--- src/hw/fwsr_consts.vh ---
`ifndef FWSR_CONSTS_VH
`define FWSR_CONSTS_VH
// clock and bus timing
`define FWSR_CLK_NS 20
`define FWSR_ACCESS_NS 70
`define FWSR_ACCESS_CYC ((`FWSR_ACCESS_NS + `FWSR_CLK_NS - 1) / `FWSR_CLK_NS)
`define FWSR_WE_NS 35
`define FWSR_WE_CYC ((`FWSR_WE_NS + `FWSR_CLK_NS - 1) / `FWSR_CLK_NS)
`define FWSR_RECOVER_CYC 4'h1
// controller register offsets
`define FWSR_OFS_CTRL 4'h0
`define FWSR_OFS_ADDR 4'h4
`define FWSR_OFS_DATA 4'h8
`define FWSR_OFS_STAT 4'hc
// control fields
`define FWSR_CTRL_GO 0
`define FWSR_CTRL_OP_LO 1
`define FWSR_CTRL_OP_HI 2
`define FWSR_CTRL_TOGGLE 3
`define FWSR_CTRL_HOLD 4
// operation codes
`define FWSR_OP_PROG 2'h0
`define FWSR_OP_ERASE 2'h1
`define FWSR_OP_POLL 2'h2
`define FWSR_OP_RESET 2'h3
// status fields
`define FWSR_ST_BUSY 0
`define FWSR_ST_DONE 1
`define FWSR_ST_FAIL 2
`define FWSR_ST_RDY 3
`define FWSR_ST_SECTOG 4
`define FWSR_ST_DATA_LO 8
`define FWSR_ST_DATA_HI 15
// flash status bit positions on the data bus
`define FWSR_POLL_BIT 7
`define FWSR_GTOG_BIT 6
`define FWSR_FAIL_BIT 5
`define FWSR_STOG_BIT 2
// byte-mode command addresses and data
`define FWSR_UNLOCK_A1 21'h000aaa
`define FWSR_UNLOCK_A2 21'h000555
`define FWSR_UNLOCK_D1 8'haa
`define FWSR_UNLOCK_D2 8'h55
`define FWSR_CMD_PROG 8'ha0
`define FWSR_CMD_ERASE 8'h80
`define FWSR_CMD_SECTOR 8'h30
`define FWSR_CMD_RESET 8'hf0
`define FWSR_LEN_PROG 3'h4
`define FWSR_LEN_ERASE 3'h6
`define FWSR_LEN_RESET 3'h1
`endif

--- src/hw/fwsr_cycle.v ---
`timescale 1ns/1ns
`include "fwsr_consts.vh"
// one asynchronous bus cycle (read or write) on the flash pins
module fwsr_cycle #(
	parameter AW = 21,
	parameter ACC = `FWSR_ACCESS_CYC,
	parameter WEW = `FWSR_WE_CYC
) (
	// clock, reset, enable
	input wire clk,
	input wire rst_n,
	input wire ce,
	// request side
	input wire start,
	input wire wr,
	input wire [AW-1:0] addr,
	input wire [7:0] wdata,
	output wire idle,
	output reg done,
	output reg [7:0] rdata,
	// flash pins
	output reg [AW-1:0] fl_addr,
	output reg [7:0] fl_dq_out,
	output reg fl_dq_oe,
	input wire [7:0] fl_dq_in,
	output reg fl_ce_n,
	output reg fl_oe_n,
	output reg fl_we_n
);
	localparam PH_IDLE = 2'h0; // pins parked
	localparam PH_STRB = 2'h1; // strobe low
	localparam PH_REC = 2'h2; // strobe high, recovery
	reg [1:0] ph_reg; // cycle phase
	reg [3:0] cnt_reg; // cycles left in phase
	reg wr_reg; // current cycle is a write

	assign idle = (ph_reg == PH_IDLE);

	// phase sequencer; each oe strobe falling-then-rising edge is one flash
	// read, which is what advances the toggle bits inside the device
	always @(posedge clk) begin
		if (!rst_n) begin
			ph_reg <= PH_IDLE;
			cnt_reg <= 4'h0;
			wr_reg <= 1'b0;
			done <= 1'b0;
			rdata <= 8'h00;
			fl_addr <= {AW{1'b0}};
			fl_dq_out <= 8'h00;
			fl_dq_oe <= 1'b0;
			fl_ce_n <= 1'b1;
			fl_oe_n <= 1'b1;
			fl_we_n <= 1'b1;
		end else if (ce) begin
			done <= 1'b0;
			case (ph_reg)
				PH_IDLE: begin
					if (start) begin
						// address, data and chip enable with the strobe: one clock
						// of setup is traded away for a shorter cycle
						fl_addr <= addr;
						fl_dq_out <= wdata;
						fl_dq_oe <= wr;
						fl_ce_n <= 1'b0;
						fl_oe_n <= wr;
						fl_we_n <= ~wr;
						wr_reg <= wr;
						cnt_reg <= wr ? WEW[3:0] : ACC[3:0];
						ph_reg <= PH_STRB;
					end
				end
				PH_STRB: begin
					if (cnt_reg <= 4'h1) begin
						// sample just before the strobe rises; write data latch
						// on the rising we edge
						if (!wr_reg) begin
							rdata <= fl_dq_in;
						end
						fl_oe_n <= 1'b1;
						fl_we_n <= 1'b1;
						fl_ce_n <= 1'b1;
						cnt_reg <= `FWSR_RECOVER_CYC;
						ph_reg <= PH_REC;
					end else begin
						cnt_reg <= cnt_reg - 4'h1;
					end
				end
				PH_REC: begin
					// keep data driven through the hold, then release the bus
					fl_dq_oe <= 1'b0;
					done <= 1'b1;
					ph_reg <= PH_IDLE;
				end
				default: begin
					ph_reg <= PH_IDLE;
				end
			endcase
		end
	end
endmodule

--- src/hw/fwsr_host.v ---
// Implementation choices: the register addresses and the strobed register port.
`timescale 1ns/1ns
`include "fwsr_consts.vh"
// Overview of operation
// - read program address while polling
// - erase polling reads inside erased sector
// - take full byte on next read
// - two reads, compare toggles, next read data
// - toggling with fail bit: recheck, reset
// - returning from other work restarts procedure
// - reset command after fail bit seen
module fwsr_host #(
	parameter AW = 21
) (
	// clock, reset, enable
	input wire clk,
	input wire rst_n,
	input wire ce,
	// register port
	input wire [3:0] reg_addr,
	input wire [31:0] reg_wdata,
	input wire reg_wr,
	input wire reg_rd,
	output reg [31:0] reg_rdata,
	// flash pins
	output wire [AW-1:0] fl_addr,
	output wire [7:0] fl_dq_out,
	output wire fl_dq_oe,
	input wire [7:0] fl_dq_in,
	output wire fl_ce_n,
	output wire fl_oe_n,
	output wire fl_we_n,
	input wire ready_busy_out_n
);
	// controller states
	localparam S_IDLE = 4'h0; // waiting for go
	localparam S_CMD = 4'h1; // writing a command sequence
	localparam S_CRD = 4'h2; // complement polling read
	localparam S_CRE = 4'h3; // complement recheck after fail bit
	localparam S_FIN = 4'h4; // one more read for the full byte
	localparam S_TR1 = 4'h5; // first toggle read
	localparam S_TR2 = 4'h6; // following toggle read
	localparam S_HOLD = 4'h7; // polling left for other work
	localparam S_RST = 4'h8; // reset command after failure

	reg [3:0] state_reg; // controller state
	reg [2:0] idx_reg; // command write index
	reg [1:0] op_reg; // latched operation
	reg meth_reg; // 1: toggle polling, 0: complement polling
	reg hold_reg; // software asks polling to pause
	reg recheck_reg; // toggle pass is the recheck after fail bit
	reg [AW-1:0] addr_reg; // program address or sector address
	reg [7:0] data_reg; // program data
	reg [7:0] prev_reg; // previous status byte
	reg [7:0] last_reg; // last byte read
	reg done_reg; // sticky operation finished
	reg fail_reg; // sticky operation failed
	reg sectog_reg; // sector toggle seen in last compare
	reg rdy_reg; // sampled ready/busy line
	reg wait_reg; // a bus cycle is outstanding
	reg go_pulse; // go written this cycle
	wire cyc_idle;
	wire cyc_done;
	wire [7:0] cyc_rdata;
	reg cyc_start;
	reg cyc_wr;
	reg [AW-1:0] cyc_addr;
	reg [7:0] cyc_wdata;
	wire exp_bit; // true value expected on the polling bit
	wire poll_ok; // polling bit shows true data
	wire tog_same; // global toggle did not change between reads
	wire [2:0] seq_len;

	// command sequence lengths per operation
	function [2:0] fn_len;
		input [1:0] op;
		begin
			case (op)
				`FWSR_OP_PROG: fn_len = `FWSR_LEN_PROG;
				`FWSR_OP_ERASE: fn_len = `FWSR_LEN_ERASE;
				`FWSR_OP_RESET: fn_len = `FWSR_LEN_RESET;
				default: fn_len = 3'h0;
			endcase
		end
	endfunction

	// address of one write in a command sequence
	function [AW-1:0] fn_seq_addr;
		input [1:0] op;
		input [2:0] idx;
		input [AW-1:0] target;
		begin
			case (idx)
				3'h0: fn_seq_addr = (op == `FWSR_OP_RESET) ? {AW{1'b0}} : `FWSR_UNLOCK_A1;
				3'h1: fn_seq_addr = `FWSR_UNLOCK_A2;
				3'h2: fn_seq_addr = `FWSR_UNLOCK_A1;
				3'h3: fn_seq_addr = (op == `FWSR_OP_PROG) ? target : `FWSR_UNLOCK_A1;
				3'h4: fn_seq_addr = `FWSR_UNLOCK_A2;
				default: fn_seq_addr = target;
			endcase
		end
	endfunction

	// data of one write in a command sequence
	function [7:0] fn_seq_data;
		input [1:0] op;
		input [2:0] idx;
		input [7:0] pdata;
		begin
			case (idx)
				3'h0: fn_seq_data = (op == `FWSR_OP_RESET) ? `FWSR_CMD_RESET : `FWSR_UNLOCK_D1;
				3'h1: fn_seq_data = `FWSR_UNLOCK_D2;
				3'h2: fn_seq_data = (op == `FWSR_OP_PROG) ? `FWSR_CMD_PROG : `FWSR_CMD_ERASE;
				3'h3: fn_seq_data = (op == `FWSR_OP_PROG) ? pdata : `FWSR_UNLOCK_D1;
				3'h4: fn_seq_data = `FWSR_UNLOCK_D2;
				default: fn_seq_data = `FWSR_CMD_SECTOR;
			endcase
		end
	endfunction

	assign seq_len = fn_len(op_reg);
	// erase drives 0 then 1; program drives the inverse then the true bit
	assign exp_bit = (op_reg == `FWSR_OP_ERASE) ? 1'b1 : data_reg[`FWSR_POLL_BIT];
	assign poll_ok = (cyc_rdata[`FWSR_POLL_BIT] == exp_bit);
	// the device inverts the toggle after each read, so equal means stopped
	assign tog_same = (cyc_rdata[`FWSR_GTOG_BIT] == prev_reg[`FWSR_GTOG_BIT]);

	// bus cycle request; every poll read uses the target address, which is
	// the programmed location or a sector chosen for erasure
	always @* begin
		cyc_start = 1'b0;
		cyc_wr = 1'b0;
		cyc_addr = addr_reg;
		cyc_wdata = 8'h00;
		case (state_reg)
			S_CMD: begin
				// poll-only has no command writes; starting one here would leave a
				// write's done to be judged as a poll read
				cyc_start = cyc_idle && !wait_reg && (seq_len != 3'h0);
				cyc_wr = 1'b1;
				cyc_addr = fn_seq_addr(op_reg, idx_reg, addr_reg);
				cyc_wdata = fn_seq_data(op_reg, idx_reg, data_reg);
			end
			S_RST: begin
				cyc_start = cyc_idle && !wait_reg;
				cyc_wr = 1'b1;
				cyc_addr = {AW{1'b0}};
				cyc_wdata = `FWSR_CMD_RESET;
			end
			S_CRD, S_CRE, S_FIN, S_TR1, S_TR2: begin
				cyc_start = cyc_idle && !wait_reg;
			end
			default: begin
				cyc_start = 1'b0;
			end
		endcase
	end

	// go is only honoured from idle; a go during an operation is dropped
	always @* begin
		go_pulse = reg_wr && (reg_addr == `FWSR_OFS_CTRL) && reg_wdata[`FWSR_CTRL_GO];
	end

	// register writes, status flags and the polling sequencer
	always @(posedge clk) begin
		if (!rst_n) begin
			state_reg <= S_IDLE;
			idx_reg <= 3'h0;
			op_reg <= `FWSR_OP_PROG;
			meth_reg <= 1'b0;
			hold_reg <= 1'b0;
			recheck_reg <= 1'b0;
			addr_reg <= {AW{1'b0}};
			data_reg <= 8'h00;
			prev_reg <= 8'h00;
			last_reg <= 8'h00;
			done_reg <= 1'b0;
			fail_reg <= 1'b0;
			sectog_reg <= 1'b0;
			rdy_reg <= 1'b1;
			wait_reg <= 1'b0;
		end else if (ce) begin
			// ready/busy is a wired line; it reads high only when all
			// devices on it have released it
			rdy_reg <= ready_busy_out_n;
			if (reg_wr && reg_addr == `FWSR_OFS_CTRL) begin
				hold_reg <= reg_wdata[`FWSR_CTRL_HOLD];
			end
			if (reg_wr && reg_addr == `FWSR_OFS_ADDR && state_reg == S_IDLE) begin
				addr_reg <= reg_wdata[AW-1:0];
			end
			if (reg_wr && reg_addr == `FWSR_OFS_DATA && state_reg == S_IDLE) begin
				data_reg <= reg_wdata[7:0];
			end
			// write one to clear; a set in the same cycle wins below
			if (reg_wr && reg_addr == `FWSR_OFS_STAT) begin
				if (reg_wdata[`FWSR_ST_DONE]) begin
					done_reg <= 1'b0;
				end
				if (reg_wdata[`FWSR_ST_FAIL]) begin
					fail_reg <= 1'b0;
				end
			end
			if (cyc_start) begin
				wait_reg <= 1'b1;
			end else if (cyc_done) begin
				wait_reg <= 1'b0;
			end
			if (cyc_done && !cyc_wr) begin
				last_reg <= cyc_rdata;
			end
			case (state_reg)
				S_IDLE: begin
					if (go_pulse) begin
						op_reg <= reg_wdata[`FWSR_CTRL_OP_HI:`FWSR_CTRL_OP_LO];
						meth_reg <= reg_wdata[`FWSR_CTRL_TOGGLE];
						idx_reg <= 3'h0;
						recheck_reg <= 1'b0;
						state_reg <= S_CMD;
					end
				end
				S_CMD: begin
					// polling starts only after the last write strobe has risen
					if (cyc_done || seq_len == 3'h0) begin
						idx_reg <= idx_reg + 3'h1;
						if (seq_len == 3'h0 || idx_reg == seq_len - 3'h1) begin
							if (op_reg == `FWSR_OP_RESET) begin
								done_reg <= 1'b1;
								state_reg <= S_IDLE;
							end else begin
								state_reg <= meth_reg ? S_TR1 : S_CRD;
							end
						end
					end
				end
				S_CRD: begin
					if (cyc_done) begin
						if (poll_ok) begin
							state_reg <= S_FIN;
						end else if (cyc_rdata[`FWSR_FAIL_BIT]) begin
							state_reg <= S_CRE;
						end else if (hold_reg) begin
							state_reg <= S_HOLD;
						end
					end
				end
				S_CRE: begin
					// the polling bit may flip together with the fail bit
					if (cyc_done) begin
						state_reg <= poll_ok ? S_FIN : S_RST;
					end
				end
				S_FIN: begin
					if (cyc_done) begin
						done_reg <= 1'b1;
						state_reg <= S_IDLE;
					end
				end
				S_TR1: begin
					if (cyc_done) begin
						prev_reg <= cyc_rdata;
						state_reg <= S_TR2;
					end
				end
				S_TR2: begin
					if (cyc_done) begin
						prev_reg <= cyc_rdata;
						// a sector toggle flag marks a sector chosen for erasure
						sectog_reg <= cyc_rdata[`FWSR_STOG_BIT] ^ prev_reg[`FWSR_STOG_BIT];
						if (tog_same) begin
							state_reg <= S_FIN;
						end else if (recheck_reg) begin
							state_reg <= S_RST;
						end else if (cyc_rdata[`FWSR_FAIL_BIT]) begin
							recheck_reg <= 1'b1;
							state_reg <= S_TR1;
						end else if (hold_reg) begin
							state_reg <= S_HOLD;
						end
					end
				end
				S_HOLD: begin
					// a fresh pair of reads is needed, so restart at the top
					if (!hold_reg) begin
						recheck_reg <= 1'b0;
						state_reg <= meth_reg ? S_TR1 : S_CRD;
					end
				end
				S_RST: begin
					if (cyc_done) begin
						fail_reg <= 1'b1;
						done_reg <= 1'b1;
						state_reg <= S_IDLE;
					end
				end
				default: begin
					state_reg <= S_IDLE;
				end
			endcase
		end
	end

	// register read port, data valid the cycle after the strobe
	always @(posedge clk) begin
		if (!rst_n) begin
			reg_rdata <= 32'h00000000;
		end else if (ce) begin
			reg_rdata <= 32'h00000000;
			if (reg_rd) begin
				case (reg_addr)
					`FWSR_OFS_CTRL: begin
						reg_rdata[`FWSR_CTRL_OP_HI:`FWSR_CTRL_OP_LO] <= op_reg;
						reg_rdata[`FWSR_CTRL_TOGGLE] <= meth_reg;
						reg_rdata[`FWSR_CTRL_HOLD] <= hold_reg;
					end
					`FWSR_OFS_ADDR: reg_rdata[AW-1:0] <= addr_reg;
					`FWSR_OFS_DATA: reg_rdata[7:0] <= data_reg;
					`FWSR_OFS_STAT: begin
						reg_rdata[`FWSR_ST_BUSY] <= (state_reg != S_IDLE);
						reg_rdata[`FWSR_ST_DONE] <= done_reg;
						reg_rdata[`FWSR_ST_FAIL] <= fail_reg;
						reg_rdata[`FWSR_ST_RDY] <= rdy_reg;
						reg_rdata[`FWSR_ST_SECTOG] <= sectog_reg;
						reg_rdata[`FWSR_ST_DATA_HI:`FWSR_ST_DATA_LO] <= last_reg;
					end
					default: reg_rdata <= 32'h00000000;
				endcase
			end
		end
	end

	// pin-level cycle engine; protected targets (brief activity, then array
	// data) need no special path: the poll simply sees true data
	fwsr_cycle #(
		.AW(AW)
	) u_cycle (
		.clk(clk),
		.rst_n(rst_n),
		.ce(ce),
		.start(cyc_start),
		.wr(cyc_wr),
		.addr(cyc_addr),
		.wdata(cyc_wdata),
		.idle(cyc_idle),
		.done(cyc_done),
		.rdata(cyc_rdata),
		.fl_addr(fl_addr),
		.fl_dq_out(fl_dq_out),
		.fl_dq_oe(fl_dq_oe),
		.fl_dq_in(fl_dq_in),
		.fl_ce_n(fl_ce_n),
		.fl_oe_n(fl_oe_n),
		.fl_we_n(fl_we_n)
	);
endmodule

--- config.mk ---
export PLATFORM = sky130hd
export DESIGN_NAME = fwsr_host
export DESIGN_NICKNAME = d
export VERILOG_FILES = /design/src/hw/fwsr_cycle.v /design/src/hw/fwsr_host.v
export VERILOG_INCLUDE_DIRS = /design/src /design/src/hw
export SDC_FILE = /design/constraint.sdc
export NUM_CORES = 1
export LEC_CHECK = 0
export BUFFER_PORTS_ARGS = -buffer_cell sky130_fd_sc_hd__buf_2
export CORE_AREA = 5 5 99 119
export CTS_BUF_LIST = sky130_fd_sc_hd__clkbuf_4 sky130_fd_sc_hd__clkbuf_8
export DETAILED_ROUTE_END_ITERATION = 10
export DIE_AREA = 0 0 104 124
export GPL_ROUTABILITY_DRIVEN = 0
export HOLD_SLACK_MARGIN = 0.08
export PLACE_DENSITY = 0.81
export SLEW_MARGIN = 20
export SYNTH_ARGS = -nofsm -noshare
export SYNTH_HDL_FRONTEND = slang
export SYNTH_SLANG_ARGS = --single-unit
export TNS_END_PERCENT = 50
--- constraint.sdc ---
create_clock -name clk -period 2.9 [get_ports clk]
set_input_delay 0.29 -clock clk [delete_from_list [all_inputs] [get_ports clk]]
set_output_delay 0.29 -clock clk [all_outputs]
set_load 0.01 [all_outputs]
==> metrics.cfg, run 1 <==
[sta]
hold_viol = 0
max_freq_mhz = 405
holdWs_ns = 0.0893
skew_ns = 0.00779
slew_headroom = 0.521
slew_violations = 0
worst_slack_ns = 0.430
rsz0062_at_grt = no
finalSetupViolCount = 0
tns_ns = 0
fin_crit_sh = 0.852
worstMarginPinSlew_ns = 0.717
period_minus_slack_ns = 2.47

[worst_setup_path]
path_buf_inv = 1
cpMostUsedCell = a211oi_1
worst_path_max_delay_cell = dfxtp_1
worst-setup-path-type = flip-flop to flip-flop
critical_path.top_delay_family = compound AO/OA/AOI/OAI gates
crit_fanout = 17
cp.arrival_ns = 2.83
critPathRequiredTime_ns = 3.26
cp-start-kind = flip-flop
crit_chain = and2_1 -> a211oi_1 -> o21ai_2 -> buf_4 -> a221oi_1 -> a211oi_1
critical_path.max_stage_delay_ns = 0.63
endpoint_kind = flip-flop

[final_layout]
final_area_um2 = 6890
final_layout_size_suffix_gt1_frac = 0.199
diodes = 0
nNetsFinal = 860
area_growth_pct = 18.6

[cts]
clk_pin_slew_ns = 0.07
postCtsSetupBuffers = 0
clk_latency_ns = 0.44
h-tree-depth = 4
cts_buffer_depth = 2
clockRootBuffer = clkbuf_8
cts_buffers = 17
numClockSinks = 126
cts_tree = yes

[run_status]
run_status = finished, final reports clean

[routing]
wirelength_mm = 16.7
wl_met3_mm = 1.36
drt_first_pass_iters = 6
wl_met1_mm = 6.59
vias = 5654
wl_per_cell_um = 17.7
viasPerCell = 6.01
topRoutingLayerUsed = met4
antenna_left = 0
wl_met2_mm = 8.25
drt_iter0_drc = 663
drt_drc_violations_left = 0

[power_and_ir_drop]
seqPwrFrac = 0.472
switchingPower_uw = 805
powerDensity_nw_per_um2 = 536
comb_power_share = 0.045
power.share.clock = 0.484
internal_power_uw = 2890
power_uw = 3700
swShare = 0.218
p_leak_uw = 0.00277
ir_worst_vdd_mv = 0.371

[placed_design]
place_ws_ns = 0.481
dp_hpwl_mm = 11.8
port_buffers = 92
placed_cell_area_um2 = 6330

[synthesis]
synth_top_area_cell = dfxtp_1
ys_async_sr_fraction = 0
synth_common_cells = nand2_1 (127), dfxtp_1 (126), a21oi_1 (88)
synth-seq-cells = 126
synth_cell_types = 63
synth.area.top_cells = dfxtp_1 (43%), nand2_1 (8.2%), a21oi_1 (7.6%)
yosysSeqAreaShare = 0.434
synthFlopType = dfxtp_1
yosysWarnings = 0
yosysMostFrequentCell = nand2_1
postSynthAreaPerCell_um2 = 8.21
syn_area_um2 = 5810
synth_edf_count = 0
yosysTopAreaCellShare = 0.434
syn_inst = 708

[die]
initial_core_util = 0.555
die_x_um = 104
dieArea_um2 = 12900
io_pins = 115
dieHeight_um = 124
rows = 41
core_region_area_um2 = 10500

[grt]
overflow = 0
grt_pass1_wl_mm = 27.2
grt_usage = 0.258
antenna_found_initial = 0
grt_max_degree = 39
grt_pass1_vias = 5666

[flow_run]
drv_cap = 0

[hold_path]
hold_path.class = input pin to flip-flop

-- logic make-up after synthesis --
logic type | after synthesis | synth area share
buffers and inverters | 72 | 0.0586
DFF | 126 | 0.434
muxes | 21 | 0.0405
adders and majority gates | 11 | 0.0237
other | 1 | 0.000645
xor gates and xnor gates | 7 | 0.0105
AOI/OAI and AO/OA | 200 | 0.221
and+or+nand+nor | 270 | 0.211
-- layout by cell type, fill, tap and decap left out, types with 7 or more instances in the layout --
cell and count:
nand2_1 127, dfxtp_1 126, buf_2 92, a21oi_1 88, nor2_1 61, o21ai_0 34, clkbuf_8 20, mux2i_1 19
buf_4 19, nand3_1 14, inv_1 12, a222oi_1 11, ha_1 11, conb_1 11, nand2b_1 10, dlygate4sd3_1 10
and3_1 9, a31oi_1 8, nor2b_1 7, nor3_1 7
-- final timing paths --
path,start,depth (start not counted),endpoint,slack [ns]
setup / recovery,state_reg[2],6,u_cycle.cnt_reg[1],0.43
hold / removal,reg_wdata[18],3,addr_reg[18],0.09
setup reg to reg,state_reg[2],6,u_cycle.cnt_reg[1],0.43
hold reg to reg,u_cycle.fl_dq_out[1],2,u_cycle.fl_dq_out[1],0.45
-- what timing repair did --
item,4_1_cts,5_1_grt
hold buffers,10,0
resized for setup,0,0
hold endpoints to repair,10,0
-- area by class of cell --
cell class | instances | area, µm²
Timing Repair Buffer | 121 | 703
Multi-Input combinational cell | 520 | 2990
Sequential cell | 126 | 2520
Fill cell | 860 | 3570
Clock inverter | 10 | 184
Tap cell | 129 | 161
Inverter | 13 | 48.8
Clock buffer | 21 | 283
-- metal layers --
metal | up-vias | GRT usage
met4 | 0 | 0.109
met3 | 50 | 0.0695
met2 | 289 | 0.453
met1 | 2654 | 0.300
met5 | - | 0
li1 | 2661 | -
-- worst min-delay path: cells and delay by family --
kind / cells / cell delay, ns
compound gates: 1 / 0.05
buf+inv: 1 / 0.09
simple gates: 1 / 0.05
-- through the flow --
step | instances | utilization
2_1_floorplan | 718 | -
3_3_place_gp | 899 | 0.604
3_5_place_dp | 899 | 0.604
4_1_cts | 940 | 0.659
5_1_grt | 940 | 0.659
6_report | 940 | 0.659
-- power by group through the flow --
stage	registers [µW]	clock network, µW	logic [µW]
4_1_cts	1740	1800	161
3_5_place_dp	1780	0	150
6_report	1740	1790	166
2_1_floorplan	1780	0	100
3_3_place_gp	1780	0	147
5_1_grt	1740	1880	180
(Power assumes the default switching activity.)
==> run 2, diff against run 1 <==
Settings changed: CORE_AREA 5 5 99 119 to 5 5 146 176, DIE_AREA 0 0 104 124 to 0 0 151 181, PLACE_DENSITY 0.81 to default.
==> metrics.cfg, run 2 (synthesis gave the netlist of run 1 again) <==
[run_status]
run_status = finished, final reports clean

[grt]
use_met2 = 0.224  ; -0.229
grt_pass1_wl_mm = 29.2  ; +7.2%
grt_pass1_vias = 5327  ; -6.0%
grt.busiest_layer = met2
overflow = 0  ; unchanged
use_met3 = 0.0253  ; -0.0442
grt_usage = 0.135  ; -0.124
use_met1 = 0.167  ; -0.133
antenna_found_initial = 0  ; unchanged
grt_max_degree = 102  ; +160%

[final_layout]
nNetsFinal = 866  ; +0.70%
diodes = 0  ; unchanged
mostFrequentLayoutCell = nand2_1
final_cell_mix = nand2_1 (127), dfxtp_1 (126), buf_2 (92), a21oi_1 (88), nor2_1 (61)
final_cells = 1138  ; +21%
final_layout_size_suffix_gt1_frac = 0.198  ; -0.000476
area_growth_pct = 22.8

[placed_design]
place_ws_ns = 0.358  ; -0.123 ns
dp_cells = 1089  ; +21%
port_buffers = 92  ; unchanged
dp_hpwl_mm = 13.2  ; +12%

[power_and_ir_drop]
internal_power_uw = 2490  ; -14%
swShare = 0.263  ; +0.0453
p_leak_uw = 0.00276  ; -0.59%
ir_worst_vdd_mv = 0.247  ; -34%
comb_power_share = 0.053  ; +0.008
power.share.clock = 0.431  ; -0.053
powerDensity_nw_per_um2 = 473  ; -12%
switchingPower_uw = 888  ; +10%
seqPwrFrac = 0.516  ; +0.044

[cts]
clockRootBuffer = clkbuf_8
cts_buffer_depth = 2  ; unchanged
postCtsSetupBuffers = 0  ; unchanged
numClockSinks = 126  ; unchanged
cts_tree = yes
hold_buffers = 16  ; +6
h-tree-depth = 4  ; unchanged
cts_buffers = 17  ; unchanged
clk_pin_slew_ns = 0.08  ; about the same
clk_latency_ns = 0.45  ; about the same
cts_resized = 0  ; unchanged

[routing]
wirelength_mm = 18.5  ; +11%
drt_drc_violations_left = 0  ; unchanged
drt_iter0_drc = 315  ; -52%
viasPerCell = 4.80  ; -20%
antenna_left = 0  ; unchanged
drt_first_pass_iters = 6  ; unchanged
wl_per_cell_um = 16.2  ; -8.4%
vias = 5462  ; -3.4%

[worst_setup_path]
worst_path_max_delay_cell = dfxtp_1
cp-start-kind = flip-flop
critPathRequiredTime_ns = 3.19  ; -0.07 ns
path_buf_inv = 0  ; -1
endpoint_kind = flip-flop
crit_chain = or3b_2 -> a21oi_1 -> o21ai_2 -> nor2_1 -> a21oi_1
critical_path.top_delay_family = simple AND/OR/NAND/NOR gates
crit_fanout = 16  ; -1
critical_path.max_stage_delay_ns = 0.67  ; +0.04 ns
cpMostUsedCell = a21oi_1
worst-setup-path-type = flip-flop to flip-flop
cp.arrival_ns = 2.87  ; +0.04 ns

[die]
dieArea_um2 = 27300  ; +110%
core_region_area_um2 = 23700  ; +130%
dieHeight_um = 181  ; +46%
rows = 62  ; +51%
die_x_um = 151  ; +45%
io_pins = 115  ; unchanged
initial_core_util = 0.245  ; -0.311

[flow_run]
drv_cap = 0  ; unchanged

[sta]
hold_viol = 0  ; unchanged
skew_ns = 0.0162  ; +0.00836 ns
finalSetupViolCount = 0  ; unchanged
max_freq_mhz = 387  ; -4.3%
period_minus_slack_ns = 2.58  ; +0.112 ns
rsz0062_at_grt = no
slew_headroom = 0.437  ; -0.0837
fin_crit_sh = 0.890  ; +0.0386
slew_violations = 0  ; unchanged
tns_ns = 0  ; unchanged
worstMarginPinSlew_ns = 0.844  ; +0.126 ns
worst_slack_ns = 0.318  ; -0.112 ns

[hold_path]
hold_path.class = input pin to flip-flop

==> run 2: cell types whose count changed in the layout (fill, tap and decap cells not counted), sizes merged <==
cell / change
bufinv: -4
clkbuf: -4
clkinv: +4
clkinvlp: +2
dlygate4sd3: +6
inv: +3
==> run 2: area by class of cell <==
cell class / count / area, µm²
tap: 320 / 400
sequential: 126 / 2520
inverter: 13 / 48.8
timing repair buffer: 127 / 796
fill: 2577 / 16600
clock inverter: 15 / 139
clock buffer: 17 / 234
multi-input combinational: 520 / 3000
==> run 2: power by group through the flow <==
stage | registers [µW] | clock network (µW) | logic (µW)
floorplan | 1780 | 0 | 100
global placement | 1780 | 0 | 157
detailed placement | 1780 | 0 | 158
CTS | 1740 | 1480 | 175
global route | 1740 | 1560 | 195
finish | 1740 | 1450 | 179
==> run 2: worst min-delay path, stage by stage <==
cell and delay [ns]:
buf_2 0.10, nand2_1 0.06, a21oi_1 0.05
==> run 2: per-stage QoR <==
step                       util  instance area [µm²]  hold WS, ns  power [µW]
after floorplan               -                 5850        0.418        1880
after global placement    0.277                 6580        0.441        1940
after detailed placement  0.277                 6580        0.443        1940
after CTS                 0.300                 7110       0.0819        3400
after global routing      0.301                 7140       0.0851        3500
final                     0.301                 7140       0.0968        3380
==> run 2: layer usage <==
metal  up-vias  share of wire
met3        30          0.051
met5         -              0
met2       181           0.49
li1       2671              -
met4         0          0.029
met1      2580           0.43
==> run 2: worst paths after layout <==
kind	cells after the start	to	slack, ns	start
setup / recovery	5	u_cycle.fl_dq_out[2]	0.32	state_reg[3]
hold reg to reg	2	u_cycle.fl_dq_out[5]	0.45	u_cycle.fl_dq_out[5]
setup reg to reg	5	u_cycle.fl_dq_out[2]	0.32	state_reg[3]
hold / removal	3	u_cycle.rdata[5]	0.1	fl_dq_in[5]
